**src/verilog/hdp_pkg.sv**
```systemverilog
// shared constants and types for the host data port handshake block
package hdp_pkg;
  // ---------------------------------------------------------------
  // clock and timing
  // ---------------------------------------------------------------
  localparam longint unsigned CLK_HZ    = 100_000_000; // core clock rate
  localparam int              RESP_US   = 10;          // longest grant / release answer, microseconds
  localparam int              TIMEOUT_S = 21;          // remote silence before a timeout report, seconds
  localparam int              MAX_BUF   = 7;           // buffers queued per direction
  // ---------------------------------------------------------------
  // byte registers of the host port
  // ---------------------------------------------------------------
  localparam logic [2:0] REG_IN_CTRL  = 3'h0;          // input control byte
  localparam logic [2:0] REG_MAINT    = 3'h1;          // maintenance byte
  localparam logic [2:0] REG_OUT_CTRL = 3'h2;          // output control byte
  localparam int         DATA_SEL_BIT = 2;             // byte index bit that selects the data port bytes
  // ---------------------------------------------------------------
  // field positions
  // ---------------------------------------------------------------
  localparam int BIT_IO    = 2;                        // direction bit of a type or format code
  localparam int BIT_RQI   = 5;                        // input_request
  localparam int BIT_IE    = 6;                        // input_irq_enable / output_irq_enable
  localparam int BIT_RDY   = 7;                        // input_granted / output_pending
  localparam int BIT_MCLR  = 6;                        // master clear in the maintenance byte
  localparam int HI_LSB    = 16;                       // first bit of the high data word
  localparam int BIT_HD    = 10;                       // half_duplex_select in the high word
  localparam int BIT_SEC   = 11;                       // secondary_role_select in the high word
  localparam int BIT_RES   = 13;                       // resume flag in the high word
  localparam int ADDR_HI   = 14;                       // address bits 17:16 sit at high word 15:14
  // control-out condition bits
  localparam int CO_RETRY  = 0;                        // retry_threshold_flag
  localparam int CO_TMO    = 1;                        // remote silence
  localparam int CO_NOBUF  = 2;                        // no_buffer_flag
  localparam int CO_MAINT  = 3;                        // maint_msg_flag
  localparam int CO_LOST   = 4;                        // message longer than buffer
  localparam int CO_DSR    = 6;                        // data set ready came on
  localparam int CO_START  = 7;                        // remote_restart_flag
  localparam int CO_BUSTO  = 8;                        // bus_timeout_flag
  localparam int CO_PROC   = 9;                        // host_procedure_flag
  localparam int CO_W      = 10;                       // width of the condition set
  // ---------------------------------------------------------------
  // transfer codes
  // ---------------------------------------------------------------
  localparam logic [1:0] TYPE_BUF  = 2'h0;             // buffer address / count
  localparam logic [1:0] TYPE_CTL  = 2'h1;             // control in
  localparam logic [1:0] TYPE_BAD  = 2'h2;             // undefined code
  localparam logic [1:0] TYPE_BASE = 2'h3;             // table_base_input
  localparam logic [2:0] OUT_CTL   = 3'h1;             // control-out format
  localparam logic [2:0] OUT_BUF   = 3'h0;             // buffer return format, io bit added
  // data port ownership
  typedef enum logic [1:0] {
    PORT_FREE = 2'b00,
    PORT_IN   = 2'b01,
    PORT_OUT  = 2'b10
  } hdp_port_t;
endpackage : hdp_pkg

```
**src/verilog/hdp_top.sv**
```systemverilog
// host data port: request/grant input transfers, output transfers, control-out reporting
`timescale 1ns/1ps
// Summary of operation
// [RL1] flag timeout after 21 seconds remote silence
// [RL2] flag no-buffer arrival and overlong message
// [RL3] flag maintenance message and restart message
// [RL4] flag data-set-ready rising; bit 5 reserved
// [RL5] flag bus timeout and host procedure error
// [RL6] host writes type and request together
// [RL7] grant port by setting input granted
// [RL8] host loads data, drops request; device completes
// [RL9] release grant within 10 us; host waits
// [RL10] answer request within 10 microseconds
// [RL11] input interrupt while enabled and granted
// [RL12] withhold buffer grant at seven queued
// [RL13] output only when port is free
// [RL14] no output transfer until reinitialized
// [RL15] load data, format code, then pending flag
// [RL16] host reads data then clears pending
// [RL17] output interrupt while enabled and pending
// [RL18] reset, bus init, master clear restart all; clr spares synchronisers, in_type_o, in_data_o, read/irq/status registers
// [RL19] host initializes with base input, resume
// [RL20] base table owned by device afterwards
// [RL21] control in selects half duplex, role
// [RL22] answer start; initiate after transmit buffer
// [RL23] control-out format: bit1 clear, bit0 set
// [RL24] conditions placed in high data word
module hdp_top
  import hdp_pkg::*;
#(
  parameter int          MAX_BUF_P   = hdp_pkg::MAX_BUF,                  // queue limit per direction
  parameter logic [31:0] TIMEOUT_CYC = 32'(longint'(hdp_pkg::TIMEOUT_S) * hdp_pkg::CLK_HZ) // silence cycles
) (
  input  wire logic        clock_i,           // core clock
  input  wire logic        rstn_i,            // power-up reset
  input  wire logic        bus_init_i,        // system bus init, asynchronous
  input  wire logic [2:0]  host_addr_i,       // byte register index
  input  wire logic        host_wr_i,         // byte write strobe
  input  wire logic [7:0]  host_wdata_i,      // write byte
  output logic      [7:0]  host_rdata_o,      // read byte, one cycle after address
  output logic             irq_in_o,          // input vector request
  output logic             irq_out_o,         // output vector request
  input  wire logic        dsr_i,             // modem data set ready pin
  input  wire logic        remote_activity_i, // pulse: something heard from remote end
  input  wire logic        evt_retry_i,       // pulse: retransmit threshold passed
  input  wire logic        evt_no_buf_i,      // pulse: message with no receive buffer
  input  wire logic        evt_maint_i,       // pulse: maintenance message taken
  input  wire logic        evt_lost_i,        // pulse: message longer than buffer
  input  wire logic        evt_start_i,       // pulse: start message while running
  input  wire logic        evt_bus_to_i,      // pulse: bus address timeout
  input  wire logic        ret_valid_i,       // buffer return waiting
  input  wire logic        ret_rx_i,          // returned buffer is a receive buffer
  input  wire logic [31:0] ret_data_i,        // returned address and count
  output logic             ret_ack_o,         // pulse: return taken
  output logic             in_done_o,         // pulse: input transfer finished
  output logic      [2:0]  in_type_o,         // type of the finished transfer
  output logic      [31:0] in_data_o,         // data of the finished transfer
  output logic      [17:0] base_addr_o,       // table address
  output logic             initialized_o,     // base input taken
  output logic             half_duplex_o,     // half duplex selected
  output logic             secondary_o,       // secondary role, 3 s retransmit timer
  output logic             answer_start_o,    // respond to remote start
  output logic             may_initiate_o     // allowed to open start sequence
);
  // ---------------------------------------------------------------
  // elaboration checks
  // ---------------------------------------------------------------
  localparam int CW       = $clog2(MAX_BUF_P + 1);                    // queue counter width
  localparam int RESP_CYC = int'(RESP_US * (CLK_HZ / 1_000_000));     // answer bound in cycles
  if (MAX_BUF_P < 1 || MAX_BUF_P > 255) begin : g_chk_buf
    $error("queue limit out of range");
  end
  if (TIMEOUT_CYC < 32'h2) begin : g_chk_tmo
    $error("timeout count too small");
  end
  // ---------------------------------------------------------------
  // declarations
  // ---------------------------------------------------------------
  hdp_port_t         port;        // data port owner
  logic [2:0]        in_type;     // input_type_code
  logic              input_request;         // input_request
  logic              input_irq_enable;         // input_irq_enable
  logic [2:0]        out_code;    // output format code
  logic              output_irq_enable;         // output_irq_enable
  logic [31:0]       data;        // data_port_bytes
  logic [CO_W-1:0]   cond;        // pending control-out conditions
  logic [CO_W-1:0]   evt;         // this cycle's condition events
  logic [CW-1:0]     tx_cnt;      // transmit buffers held
  logic [CW-1:0]     rx_cnt;      // receive buffers held
  logic              resume;      // resume flag of the last base input
  logic [31:0]       tmo_cnt;     // silence counter
  logic              tmo_evt;     // silence limit reached
  logic              dsr_m;       // synchroniser first stage
  logic              dsr_s;       // synchronised level
  logic              dsr_d;       // previous level
  logic              init_m;      // synchroniser first stage
  logic              init_s;      // synchronised bus init
  // ---------------------------------------------------------------
  // decode
  // ---------------------------------------------------------------
  logic wr_in, wr_out, wr_data, clr;
  logic is_buf, full, bad, req_new, proc_hit, grant, in_end;
  logic can_out, ret_take, ctl_take, out_end;
  logic [CW-1:0] max_cnt;
  assign max_cnt  = CW'(MAX_BUF_P);
  assign wr_in    = host_wr_i && (host_addr_i == REG_IN_CTRL);
  assign wr_out   = host_wr_i && (host_addr_i == REG_OUT_CTRL);
  assign wr_data  = host_wr_i && host_addr_i[DATA_SEL_BIT];
  // master clear restarts the control state synchronously; synchronisers, in_type_o, in_data_o and read/irq/status registers keep running
  assign clr      = init_s || (host_wr_i && (host_addr_i == REG_MAINT) && host_wdata_i[BIT_MCLR]); // RL18
  assign is_buf   = (in_type[1:0] == TYPE_BUF);
  assign full     = in_type[BIT_IO] ? (rx_cnt == max_cnt) : (tx_cnt == max_cnt);
  // buffer before base, base twice, or an undefined code cannot be honoured
  assign bad      = (in_type[1:0] == TYPE_BAD) || (is_buf && !initialized_o)
                 || ((in_type[1:0] == TYPE_BASE) && initialized_o);
  assign req_new  = (port == PORT_FREE) && input_request;
  assign proc_hit = req_new && bad;                                     // RL5
  assign grant    = req_new && !bad && !(is_buf && full);               // RL7 RL10 RL12
  assign in_end   = (port == PORT_IN) && !input_request;                          // RL8
  // output may only seize a free port that is not being granted
  assign can_out  = (port == PORT_FREE) && !grant && initialized_o;     // RL13 RL14
  assign ret_take = can_out && ret_valid_i && !ret_ack_o;
  assign ctl_take = can_out && !ret_take && (cond != '0);
  assign out_end  = (port == PORT_OUT) && wr_out && !host_wdata_i[BIT_RDY]; // RL16
  // ---------------------------------------------------------------
  // synchronisers for pins
  // ---------------------------------------------------------------
  // first stages are read only by the second stages
  always_ff @(posedge clock_i or negedge rstn_i) begin
    if (!rstn_i) begin
      dsr_m  <= 1'b0;
      dsr_s  <= 1'b0;
      dsr_d  <= 1'b0;
      init_m <= 1'b0;
      init_s <= 1'b0;
    end else begin
      dsr_m  <= dsr_i;
      dsr_s  <= dsr_m;
      dsr_d  <= dsr_s;
      init_m <= bus_init_i;
      init_s <= init_m;
    end
  end
  // ---------------------------------------------------------------
  // input control byte
  // ---------------------------------------------------------------
  // a host write beats the device dropping a refused request
  always_ff @(posedge clock_i or negedge rstn_i) begin
    if (!rstn_i) begin
      in_type <= 3'h0;
      input_request     <= 1'b0;
      input_irq_enable     <= 1'b0;
    end else if (clr) begin
      in_type <= 3'h0;
      input_request     <= 1'b0;
      input_irq_enable     <= 1'b0;
    end else if (wr_in) begin
      in_type <= host_wdata_i[2:0];      // RL6
      input_request     <= host_wdata_i[BIT_RQI];  // RL6
      input_irq_enable     <= host_wdata_i[BIT_IE];
    end else if (proc_hit) begin
      input_request     <= 1'b0;                   // refused request is withdrawn so it is not reported twice
    end
  end
  // ---------------------------------------------------------------
  // port ownership
  // ---------------------------------------------------------------
  always_ff @(posedge clock_i or negedge rstn_i) begin
    if (!rstn_i) begin
      port <= PORT_FREE;
    end else if (clr) begin
      port <= PORT_FREE;
    end else begin
      unique case (port)
        PORT_FREE: begin
          if (grant) begin
            port <= PORT_IN;             // RL7
          end else if (ret_take || ctl_take) begin
            port <= PORT_OUT;            // RL15
          end
        end
        PORT_IN: begin
          if (in_end) begin
            port <= PORT_FREE;           // RL8 RL9
          end
        end
        PORT_OUT: begin
          if (out_end) begin
            port <= PORT_FREE;
          end
        end
        default: begin
          port <= PORT_FREE;             // unused code falls back to free
        end
      endcase
    end
  end
  // ---------------------------------------------------------------
  // output control byte and data port
  // ---------------------------------------------------------------
  always_ff @(posedge clock_i or negedge rstn_i) begin
    if (!rstn_i) begin
      out_code <= 3'h0;
      output_irq_enable      <= 1'b0;
    end else if (clr) begin
      out_code <= 3'h0;
      output_irq_enable      <= 1'b0;
    end else begin
      if (wr_out) begin
        output_irq_enable <= host_wdata_i[BIT_IE];
      end
      if (ret_take) begin
        out_code <= OUT_BUF | {ret_rx_i, 2'b00};  // RL15
      end else if (ctl_take) begin
        out_code <= OUT_CTL;                      // RL23
      end
    end
  end
  // host bytes are only accepted while the port is granted to it
  always_ff @(posedge clock_i or negedge rstn_i) begin
    if (!rstn_i) begin
      data <= 32'h0;
    end else if (clr) begin
      data <= 32'h0;
    end else if (ret_take) begin
      data <= ret_data_i;                         // RL15
    end else if (ctl_take) begin
      data <= {6'h0, cond, 16'h0};                // RL24
    end else if (wr_data && (port == PORT_IN)) begin
      data[{host_addr_i[1:0], 3'b000} +: 8] <= host_wdata_i;
    end
  end
  // ---------------------------------------------------------------
  // control-out conditions
  // ---------------------------------------------------------------
  always_comb begin
    evt           = '0;
    evt[CO_RETRY] = evt_retry_i;
    evt[CO_TMO]   = tmo_evt;                      // RL1
    evt[CO_NOBUF] = evt_no_buf_i;                 // RL2
    evt[CO_LOST]  = evt_lost_i;                   // RL2
    evt[CO_MAINT] = evt_maint_i;                  // RL3
    evt[CO_START] = evt_start_i;                  // RL3
    evt[CO_DSR]   = dsr_s && !dsr_d;              // RL4
    evt[CO_BUSTO] = evt_bus_to_i;                 // RL5
    evt[CO_PROC]  = proc_hit;                     // RL5
  end
  // taken conditions clear, but an event in the same cycle stays set
  always_ff @(posedge clock_i or negedge rstn_i) begin
    if (!rstn_i) begin
      cond <= '0;
    end else if (clr) begin
      cond <= '0;
    end else begin
      cond <= (ctl_take ? '0 : cond) | evt;
    end
  end
  // ---------------------------------------------------------------
  // remote silence timer
  // ---------------------------------------------------------------
  // runs only once initialized; limit is a parameter so simulation can shorten it
  assign tmo_evt = initialized_o && !remote_activity_i && (tmo_cnt == TIMEOUT_CYC - 32'h1);
  always_ff @(posedge clock_i or negedge rstn_i) begin
    if (!rstn_i) begin
      tmo_cnt <= 32'h0;
    end else if (clr || !initialized_o || remote_activity_i || tmo_evt) begin
      tmo_cnt <= 32'h0;                           // RL1
    end else begin
      tmo_cnt <= tmo_cnt + 32'h1;
    end
  end
  // ---------------------------------------------------------------
  // queued buffer counts
  // ---------------------------------------------------------------
  logic inc_tx, inc_rx, dec_tx, dec_rx;
  assign inc_tx = in_end && is_buf && !in_type[BIT_IO];
  assign inc_rx = in_end && is_buf && in_type[BIT_IO];
  // a return with nothing queued must not wrap the count up to the limit
  assign dec_tx = ret_take && !ret_rx_i && (tx_cnt != '0);
  assign dec_rx = ret_take && ret_rx_i && (rx_cnt != '0);
  always_ff @(posedge clock_i or negedge rstn_i) begin
    if (!rstn_i) begin
      tx_cnt <= '0;
      rx_cnt <= '0;
    end else if (clr) begin
      tx_cnt <= '0;
      rx_cnt <= '0;
    end else begin
      tx_cnt <= tx_cnt + CW'(inc_tx) - CW'(dec_tx);  // RL12
      rx_cnt <= rx_cnt + CW'(inc_rx) - CW'(dec_rx);  // RL12
    end
  end
  // ---------------------------------------------------------------
  // completion of input transfers
  // ---------------------------------------------------------------
  always_ff @(posedge clock_i or negedge rstn_i) begin
    if (!rstn_i) begin
      initialized_o <= 1'b0;
      base_addr_o   <= 18'h0;
      resume        <= 1'b0;
      half_duplex_o <= 1'b0;
      secondary_o   <= 1'b0;
    end else if (clr) begin
      initialized_o <= 1'b0;                      // RL14 RL18 RL20
      base_addr_o   <= 18'h0;
      resume        <= 1'b0;
      half_duplex_o <= 1'b0;
      secondary_o   <= 1'b0;
    end else if (in_end && (in_type[1:0] == TYPE_BASE)) begin
      initialized_o <= 1'b1;                      // RL19
      base_addr_o   <= {data[HI_LSB+ADDR_HI +: 2], data[HI_LSB-1:0]};
      resume        <= data[HI_LSB+BIT_RES];      // RL19
    end else if (in_end && (in_type[1:0] == TYPE_CTL)) begin
      half_duplex_o <= data[HI_LSB+BIT_HD];       // RL21
      secondary_o   <= data[HI_LSB+BIT_SEC];      // RL21
    end
  end
  // hand the finished transfer to the protocol engine
  always_ff @(posedge clock_i or negedge rstn_i) begin
    if (!rstn_i) begin
      in_done_o <= 1'b0;
      in_type_o <= 3'h0;
      in_data_o <= 32'h0;
    end else begin
      in_done_o <= in_end && !clr;
      if (in_end) begin
        in_type_o <= in_type;
        in_data_o <= data;
      end
    end
  end
  // ---------------------------------------------------------------
  // host read, interrupts and status outputs
  // ---------------------------------------------------------------
  // level interrupts, so enabling after the flag is up still interrupts
  always_ff @(posedge clock_i or negedge rstn_i) begin
    if (!rstn_i) begin
      host_rdata_o   <= 8'h0;
      irq_in_o       <= 1'b0;
      irq_out_o      <= 1'b0;
      ret_ack_o      <= 1'b0;
      answer_start_o <= 1'b0;
      may_initiate_o <= 1'b0;
    end else begin
      unique case (host_addr_i)
        REG_IN_CTRL:  host_rdata_o <= {port == PORT_IN, input_irq_enable, input_request, 2'b00, in_type};
        REG_OUT_CTRL: host_rdata_o <= {port == PORT_OUT, output_irq_enable, 3'b000, out_code};
        3'h4, 3'h5, 3'h6, 3'h7: host_rdata_o <= data[{host_addr_i[1:0], 3'b000} +: 8];
        default:      host_rdata_o <= 8'h0;       // maintenance byte and hole read zero
      endcase
      irq_in_o       <= input_irq_enable && (port == PORT_IN);               // RL11
      irq_out_o      <= output_irq_enable && (port == PORT_OUT);              // RL17
      ret_ack_o      <= ret_take;
      answer_start_o <= initialized_o && !resume;               // RL22
      may_initiate_o <= initialized_o && !resume && (tx_cnt != '0); // RL22
    end
  end
endmodule : hdp_top

```
**config.mk**
```make
export PLATFORM = sky130hd
export DESIGN_NAME = hdp_top
export DESIGN_NICKNAME = d
export VERILOG_FILES = /design/src/verilog/hdp_pkg.sv /design/src/verilog/hdp_top.sv
export SDC_FILE = /design/constraint.sdc
export NUM_CORES = 1
export LEC_CHECK = 0
export BUFFER_PORTS_ARGS = -buffer_cell sky130_fd_sc_hd__clkbuf_2
export CAP_MARGIN = 40
export CORE_MARGIN = 2
export CORE_UTILIZATION = 56
export DETAILED_ROUTE_END_ITERATION = 12
export GPL_TIMING_DRIVEN = 1
export HOLD_SLACK_MARGIN = 0.08
export PLACE_DENSITY_LB_ADDON = 0.12
export SYNTH_ARGS = -nofsm -noshare
export SYNTH_HDL_FRONTEND = slang
export SYNTH_SLANG_ARGS = --single-unit
```
**constraint.sdc**
```tcl
create_clock -name clock_i -period 4.6 [get_ports clock_i]
set_clock_uncertainty 0.1 [all_clocks]
set_input_delay 0.23 -clock clock_i [delete_from_list [all_inputs] [get_ports clock_i]]
set_output_delay 0.23 -clock clock_i [all_outputs]
set_load 0.01 [all_outputs]
```
# Word-level counts from Yosys, hierarchy flattened
# Index checks and enable logic that the tools add are counted.
# W data, S select, Z words.
# word_totals
in_bits	57
output_inout_bits	70
elab_cells	176
regBits	167
# classes
n_shift	3
muxes	42
n_addsub	6
bitwise_logic	1
n_reduce_logical	76
n_eq_ne	18
# ops
op	n
$mux W32	5
$logic_and A1 B1 Y1	39
$mux W18	2
$add A32 B1 Y32 const B	1
$bwmux W32	1
$eq A32 B31 Y1 const B	1
$shift A8 B7 Y32 const A	1
$shiftx A32 B6 Y8	1
$shiftx A8 B7 Y32	1
$pmux W8 S3	1
$mux W3	7
$mux W10	2
$eq A3 B3 Y1 const B	6
$mux W1	18
$logic_not A1 Y1	14
$reduce_bool A3 Y1	4
$mux W2	5
$or A10 B10 Y10	1
$reduce_bool A10 Y1	1
$reduce_bool A2 Y1	4
$logic_or A1 B1 Y1	7
$neg A5 Y7	1
$add A3 B1 Y3	2
$eq A2 B2 Y1 const B	3
14 further kinds	18

# Longest topological paths before layout
# depth
depth_word	20
depth_mapped	14
ltp_nobuf	12

# Worst setup path after synthesis
# No wires, ideal clock.
# synth_path
path_type	flip-flop to flip-flop
start	register initialized_o
end	register tx_cnt[2]
synth_period_minus_slack_ns	3.314
arrival_ns	3.082
slack_ns	1.286
stages_incl_launch_ff	15
cell_sequence	dfrtp_1 or3b_1 a2111oi_4 o21a_1 buf_2 buf_2 nor3b_1 ha_1 inv_1 ha_1 inv_1 fa_1 xor2_1 xnor2_1 nor2_1
# synth_via
elab_chain_len	16
elab_cells_between_ends	17
# synth_lines
element	line	rtl
start: declaration	hdp_top.sv:59	output logic initialized_o,
start signal: assignment	hdp_top.sv:298	initialized_o <= 1'b0;
start signal: assignment	hdp_top.sv:304	initialized_o <= 1'b0;
start signal: assignment	hdp_top.sv:310	initialized_o <= 1'b1;
$logic_not A1 Y1	hdp_top.sv:114	assign bad = (in_type[1:0] == TYPE_BAD) || (is_buf && !initialized_o)
$logic_and A1 B1 Y1	hdp_top.sv:114	
$logic_or A1 B1 Y1	hdp_top.sv:114	
$logic_or A1 B1 Y1	hdp_top.sv:115	|| ((in_type[1:0] == TYPE_BASE) && initialized_o);
$logic_not A1 Y1	hdp_top.sv:118	assign grant = req_new && !bad && !(is_buf && full);
$logic_and A1 B1 Y1 (2 in series)	hdp_top.sv:118	
$logic_not A1 Y1	hdp_top.sv:121	assign can_out = (port == PORT_FREE) && !grant && initialized_o;
$logic_and A1 B1 Y1	hdp_top.sv:121	
$logic_and A1 B1 Y1 *	hdp_top.sv:121	
$logic_and A1 B1 Y1 * (2 in series)	hdp_top.sv:122	assign ret_take = can_out && ret_valid_i && !ret_ack_o;
net ret_take	hdp_top.sv:103	logic can_out, ret_take, ctl_take, out_end;
$logic_and A1 B1 Y1 * (2 in series)	hdp_top.sv:279	assign dec_tx = ret_take && !ret_rx_i && (tx_cnt != '0);
$sub A3 B1 Y3 *	hdp_top.sv:289	tx_cnt <= tx_cnt + CW'(inc_tx) - CW'(dec_tx);
$mux W3 *	hdp_top.sv:285	end else if (clr) begin
end signal: assignment	hdp_top.sv:289	
end: declaration	hdp_top.sv:88	logic [CW-1:0] tx_cnt;
# Mark *: on every way through the listed nets, which the timed path passes. The rest lies on a longest branch.
# A chain may end at the register's enable or synchronous reset.

# Final worst setup path
# layout_path
start	register initialized_o
end	register tx_cnt[2]
# layout_via
elab_chain_len	16
elab_cells_between_ends	17
# layout_lines
element	line
$logic_not A1 Y1	hdp_top.sv:114
$logic_and A1 B1 Y1	hdp_top.sv:114
$logic_or A1 B1 Y1	hdp_top.sv:114
$logic_or A1 B1 Y1	hdp_top.sv:115
$logic_not A1 Y1	hdp_top.sv:118
$logic_and A1 B1 Y1 (2 in series)	hdp_top.sv:118
$logic_not A1 Y1	hdp_top.sv:121
$logic_and A1 B1 Y1	hdp_top.sv:121
$logic_and A1 B1 Y1 *	hdp_top.sv:121
$logic_and A1 B1 Y1 * (2 in series)	hdp_top.sv:122
$logic_and A1 B1 Y1 * (2 in series)	hdp_top.sv:279
$sub A3 B1 Y3 *	hdp_top.sv:289
$mux W3 *	hdp_top.sv:285
# Mark *: on every way between the ends. The rest lies on a longest branch, timed or not.

==> run metrics <==
status=finished clean; Slowest-stage cell, CP=dfrtp_1; Layout area overhead=23.0%; fin crit share=70.3%; Avg Inst Size Synth=11.1 sq um; worst hold-check path type=in -> reg; Final Non-Filler Cells=1028; headroom to the max-slew limit=39.1%; root buffer cell=clkbuf_16; Crit path arrival time=3410 ps; initial antenna violation count=0; max-slew violations=0; nets=910; ANT cells=0; I/O pin count=127; drt wl/cell=20.1 um; GPL Wtd Cong=0.909; Switching Share=22.5%; clock power share=47.4%; Core ar.=13200 sq um; hold buffers post-CTS=35; commonest non-fill, non-tap cells in the layout=dfrtp_1 (165), clkbuf_2 (125), nand2_1 (80); Multi-input gate area=3260 sq um; Post-synth top flop=dfrtp_1; CP endpoint kind=flop; count of different cell masters after synthesis=58; worst path buffer plus inverter count=2; worst-margin pin slew=913 ps; number of CTS-inserted buffers=17; TritonCTS clock tree=built; TritonRoute pass-1 iters=5; maxcap violations=0; initial drt markers=548; detailed-route DRC error count=0; first-pass GRT wire length=32900 um; Int Pwr=2470 uW; htree depth=4; Chip Height=121 um; # setup viols final=0; largest net degree at the start of global routing=94; Initial Util=57.4%; startpoint types=flop; Gate power share=6.0%; P_sw=715 uW; Max VDD drop=0.000217 V; post-CTS setup buffer count=0; RSZ-0062 raised after global routing=no; die area=14500 sq um; Static Leakage=0.00436 uW; Fmax achieved=0.309 GHz; Post-synth EDFFs=0; clock tree buffer depth=2; final WL=20700 um; ANT nets after route=0; Gate Count Post-Synth=683; CP cell instances=or3b_1, a2111oi_4, o21a_1, nor3b_1, ha_1, inv_1, ha_1, inv_1, fa_1, xor2_1, xnor2_1, nor2_1; Synth Register Bits=165; die width=121 um; via count=6122; Pwr Density=341 nW/um^2; vias in the first global route=6035; Period minus WS final=3240 ps; most common cell after layout, fill and taps aside=dfrtp_1; PortBufs=126; TNS Setup=0 ps; CTS clk-pin slew, worst paths=70 ps; Worst EP required=4780 ps; Congestion Overflow GR=0; storage element area=4130 sq um; Rows=42; Total GRT Usage=30.1%; asr flop ratio synth=100%; placed cell count=960; Crit path largest cell delay=500 ps; net count after synthesis=754; vias per inst=5.96; detailed placement HPWL=14100 um; layout cells sized above 1=25.6%; post-synthesis sequential area ratio=54.3%; cts repair resizes=0; critical path class=reg -> reg; synthesized area=7600 sq um; Seq pwr share=46.7%; final core occ=70.6%; CP Max Fanout=9; clk sinks=165; crit-path leading delay family=adder cells; Final Hold Vio Count=0; worst skew pair latency=440 ps; fillers=975; Ys Warns=0
[cells in the mapped netlist, drive strengths merged, types with 8 or more instances]
cell / count / area [sq um]
a21oi: 51 / 274
a22o: 16 / 140
a32oi: 16 / 140
and2: 8 / 50.1
buf: 15 / 81.3
clkbuf: 18 / 67.6
dfrtp: 165 / 4130
ha: 12 / 150
inv: 18 / 67.6
mux2: 34 / 383
mux4: 8 / 180
nand2: 81 / 312
nand3: 25 / 130
nand4: 9 / 56.3
nor2: 53 / 199
nor2b: 11 / 68.8
o21a: 9 / 67.6
o21ai: 13 / 65.1
o2bb2ai: 16 / 140
xnor2: 8 / 70.1
xor2: 26 / 228
[flip-flops by register name, indices dropped and copies added (netlist names), 2 cells and up]
| signal | count |
|---|---|
| base_addr_o | 18 |
| host_rdata_o | 8 |
| in_data_o | 32 |
| cond | 9 |
| in_type_o | 3 |
| data | 32 |
| out_code | 2 |
| tmo_cnt | 32 |
| tx_cnt | 3 |
| rx_cnt | 3 |
| port | 2 |
| in_type | 3 |
[power groups by stage]
| stage | clock network [uW] | logic, uW | registers, uW |
|---|---|---|---|
| 2_1_floorplan | 0 | 70.2 | 1510 |
| 3_3_place_gp | 0 | 162 | 1510 |
| 3_5_place_dp | 0 | 165 | 1510 |
| 4_1_cts | 1520 | 190 | 1490 |
| 5_1_grt | 1590 | 208 | 1490 |
| 6_report | 1510 | 190 | 1490 |
[through the flow]
stage                     total power, uW  setup slack (ps)  area [sq um]  hold WS [ps]
final                                3190              1360          9350           105
after global routing                 3290              1140          9350           114
after CTS                            3200              1380          9350          87.4
after detailed placement             1680              1410          8370           241
after global placement               1670              1510          8370           233
after floorplan                      1580              1290          7600          -166
[layout make-up]
class                           count  share of cell area (%)
Timing Repair Buffer              170                    11.3
Multi-Input combinational cell    467                    34.8
Inverter                           18                   0.722
Sequential cell                   165                    44.1
Clock inverter                     11                    1.86
Tap cell                          176                    2.35
Clock buffer                       21                    4.82
[worst reg2reg max path, cell delays in order (launching register included)]
cell and delay, ps:
dfrtp_1 500, or3b_1 420, a2111oi_4 380, o21a_1 210, nor3b_1 240, ha_1 270
inv_1 50, ha_1 130, inv_1 50, fa_1 370, xor2_1 170, xnor2_1 130
nor2_1 60
[cell families after synthesis]
| family | Yosys count | share of synthesized area (%) |
|---|---|---|
| adder cells (fa/ha/maj) | 14 | 2.50 |
| buffers and inverters | 51 | 2.85 |
| flip-flops | 165 | 54.3 |
| multiplexers | 49 | 8.33 |
| AND/OR/NAND/NOR | 226 | 14.6 |
| AO/OA/AOI/OAI | 144 | 13.5 |
| XOR/XNOR | 34 | 3.92 |
[routing by layer]
metal	track usage, %	up-vias	share of wire (%)
li1	-	2749	-
met1	40.3	3072	42
met2	48.5	257	49
met3	5.14	44	5.6
met4	13.7	0	3.3
met5	0	-	0
[path summary, 6_finish.rpt]
kind                            slack (ps)                        end  cells after the start                 startpoint
worst max register to register        1360        tx_cnt[2]$_DFF_PN0_                     12  initialized_o$_DFFE_PN0P_
worst min-delay path                   110       data[25]$_DFFE_PN0P_                      5             ret_data_i[25]
min in group asynchronous              340     in_type[0]$_DFFE_PN0P_                      2                     rstn_i
worst max-delay path                  1360        tx_cnt[2]$_DFF_PN0_                     12  initialized_o$_DFFE_PN0P_
max in group asynchronous             2930  host_rdata_o[0]$_DFF_PN0_                      3                     rstn_i
worst min register to register         250            dsr_s$_DFF_PN0_                      0            dsr_m$_DFF_PN0_
No activity file was read; power rests on OpenSTA's default activity.
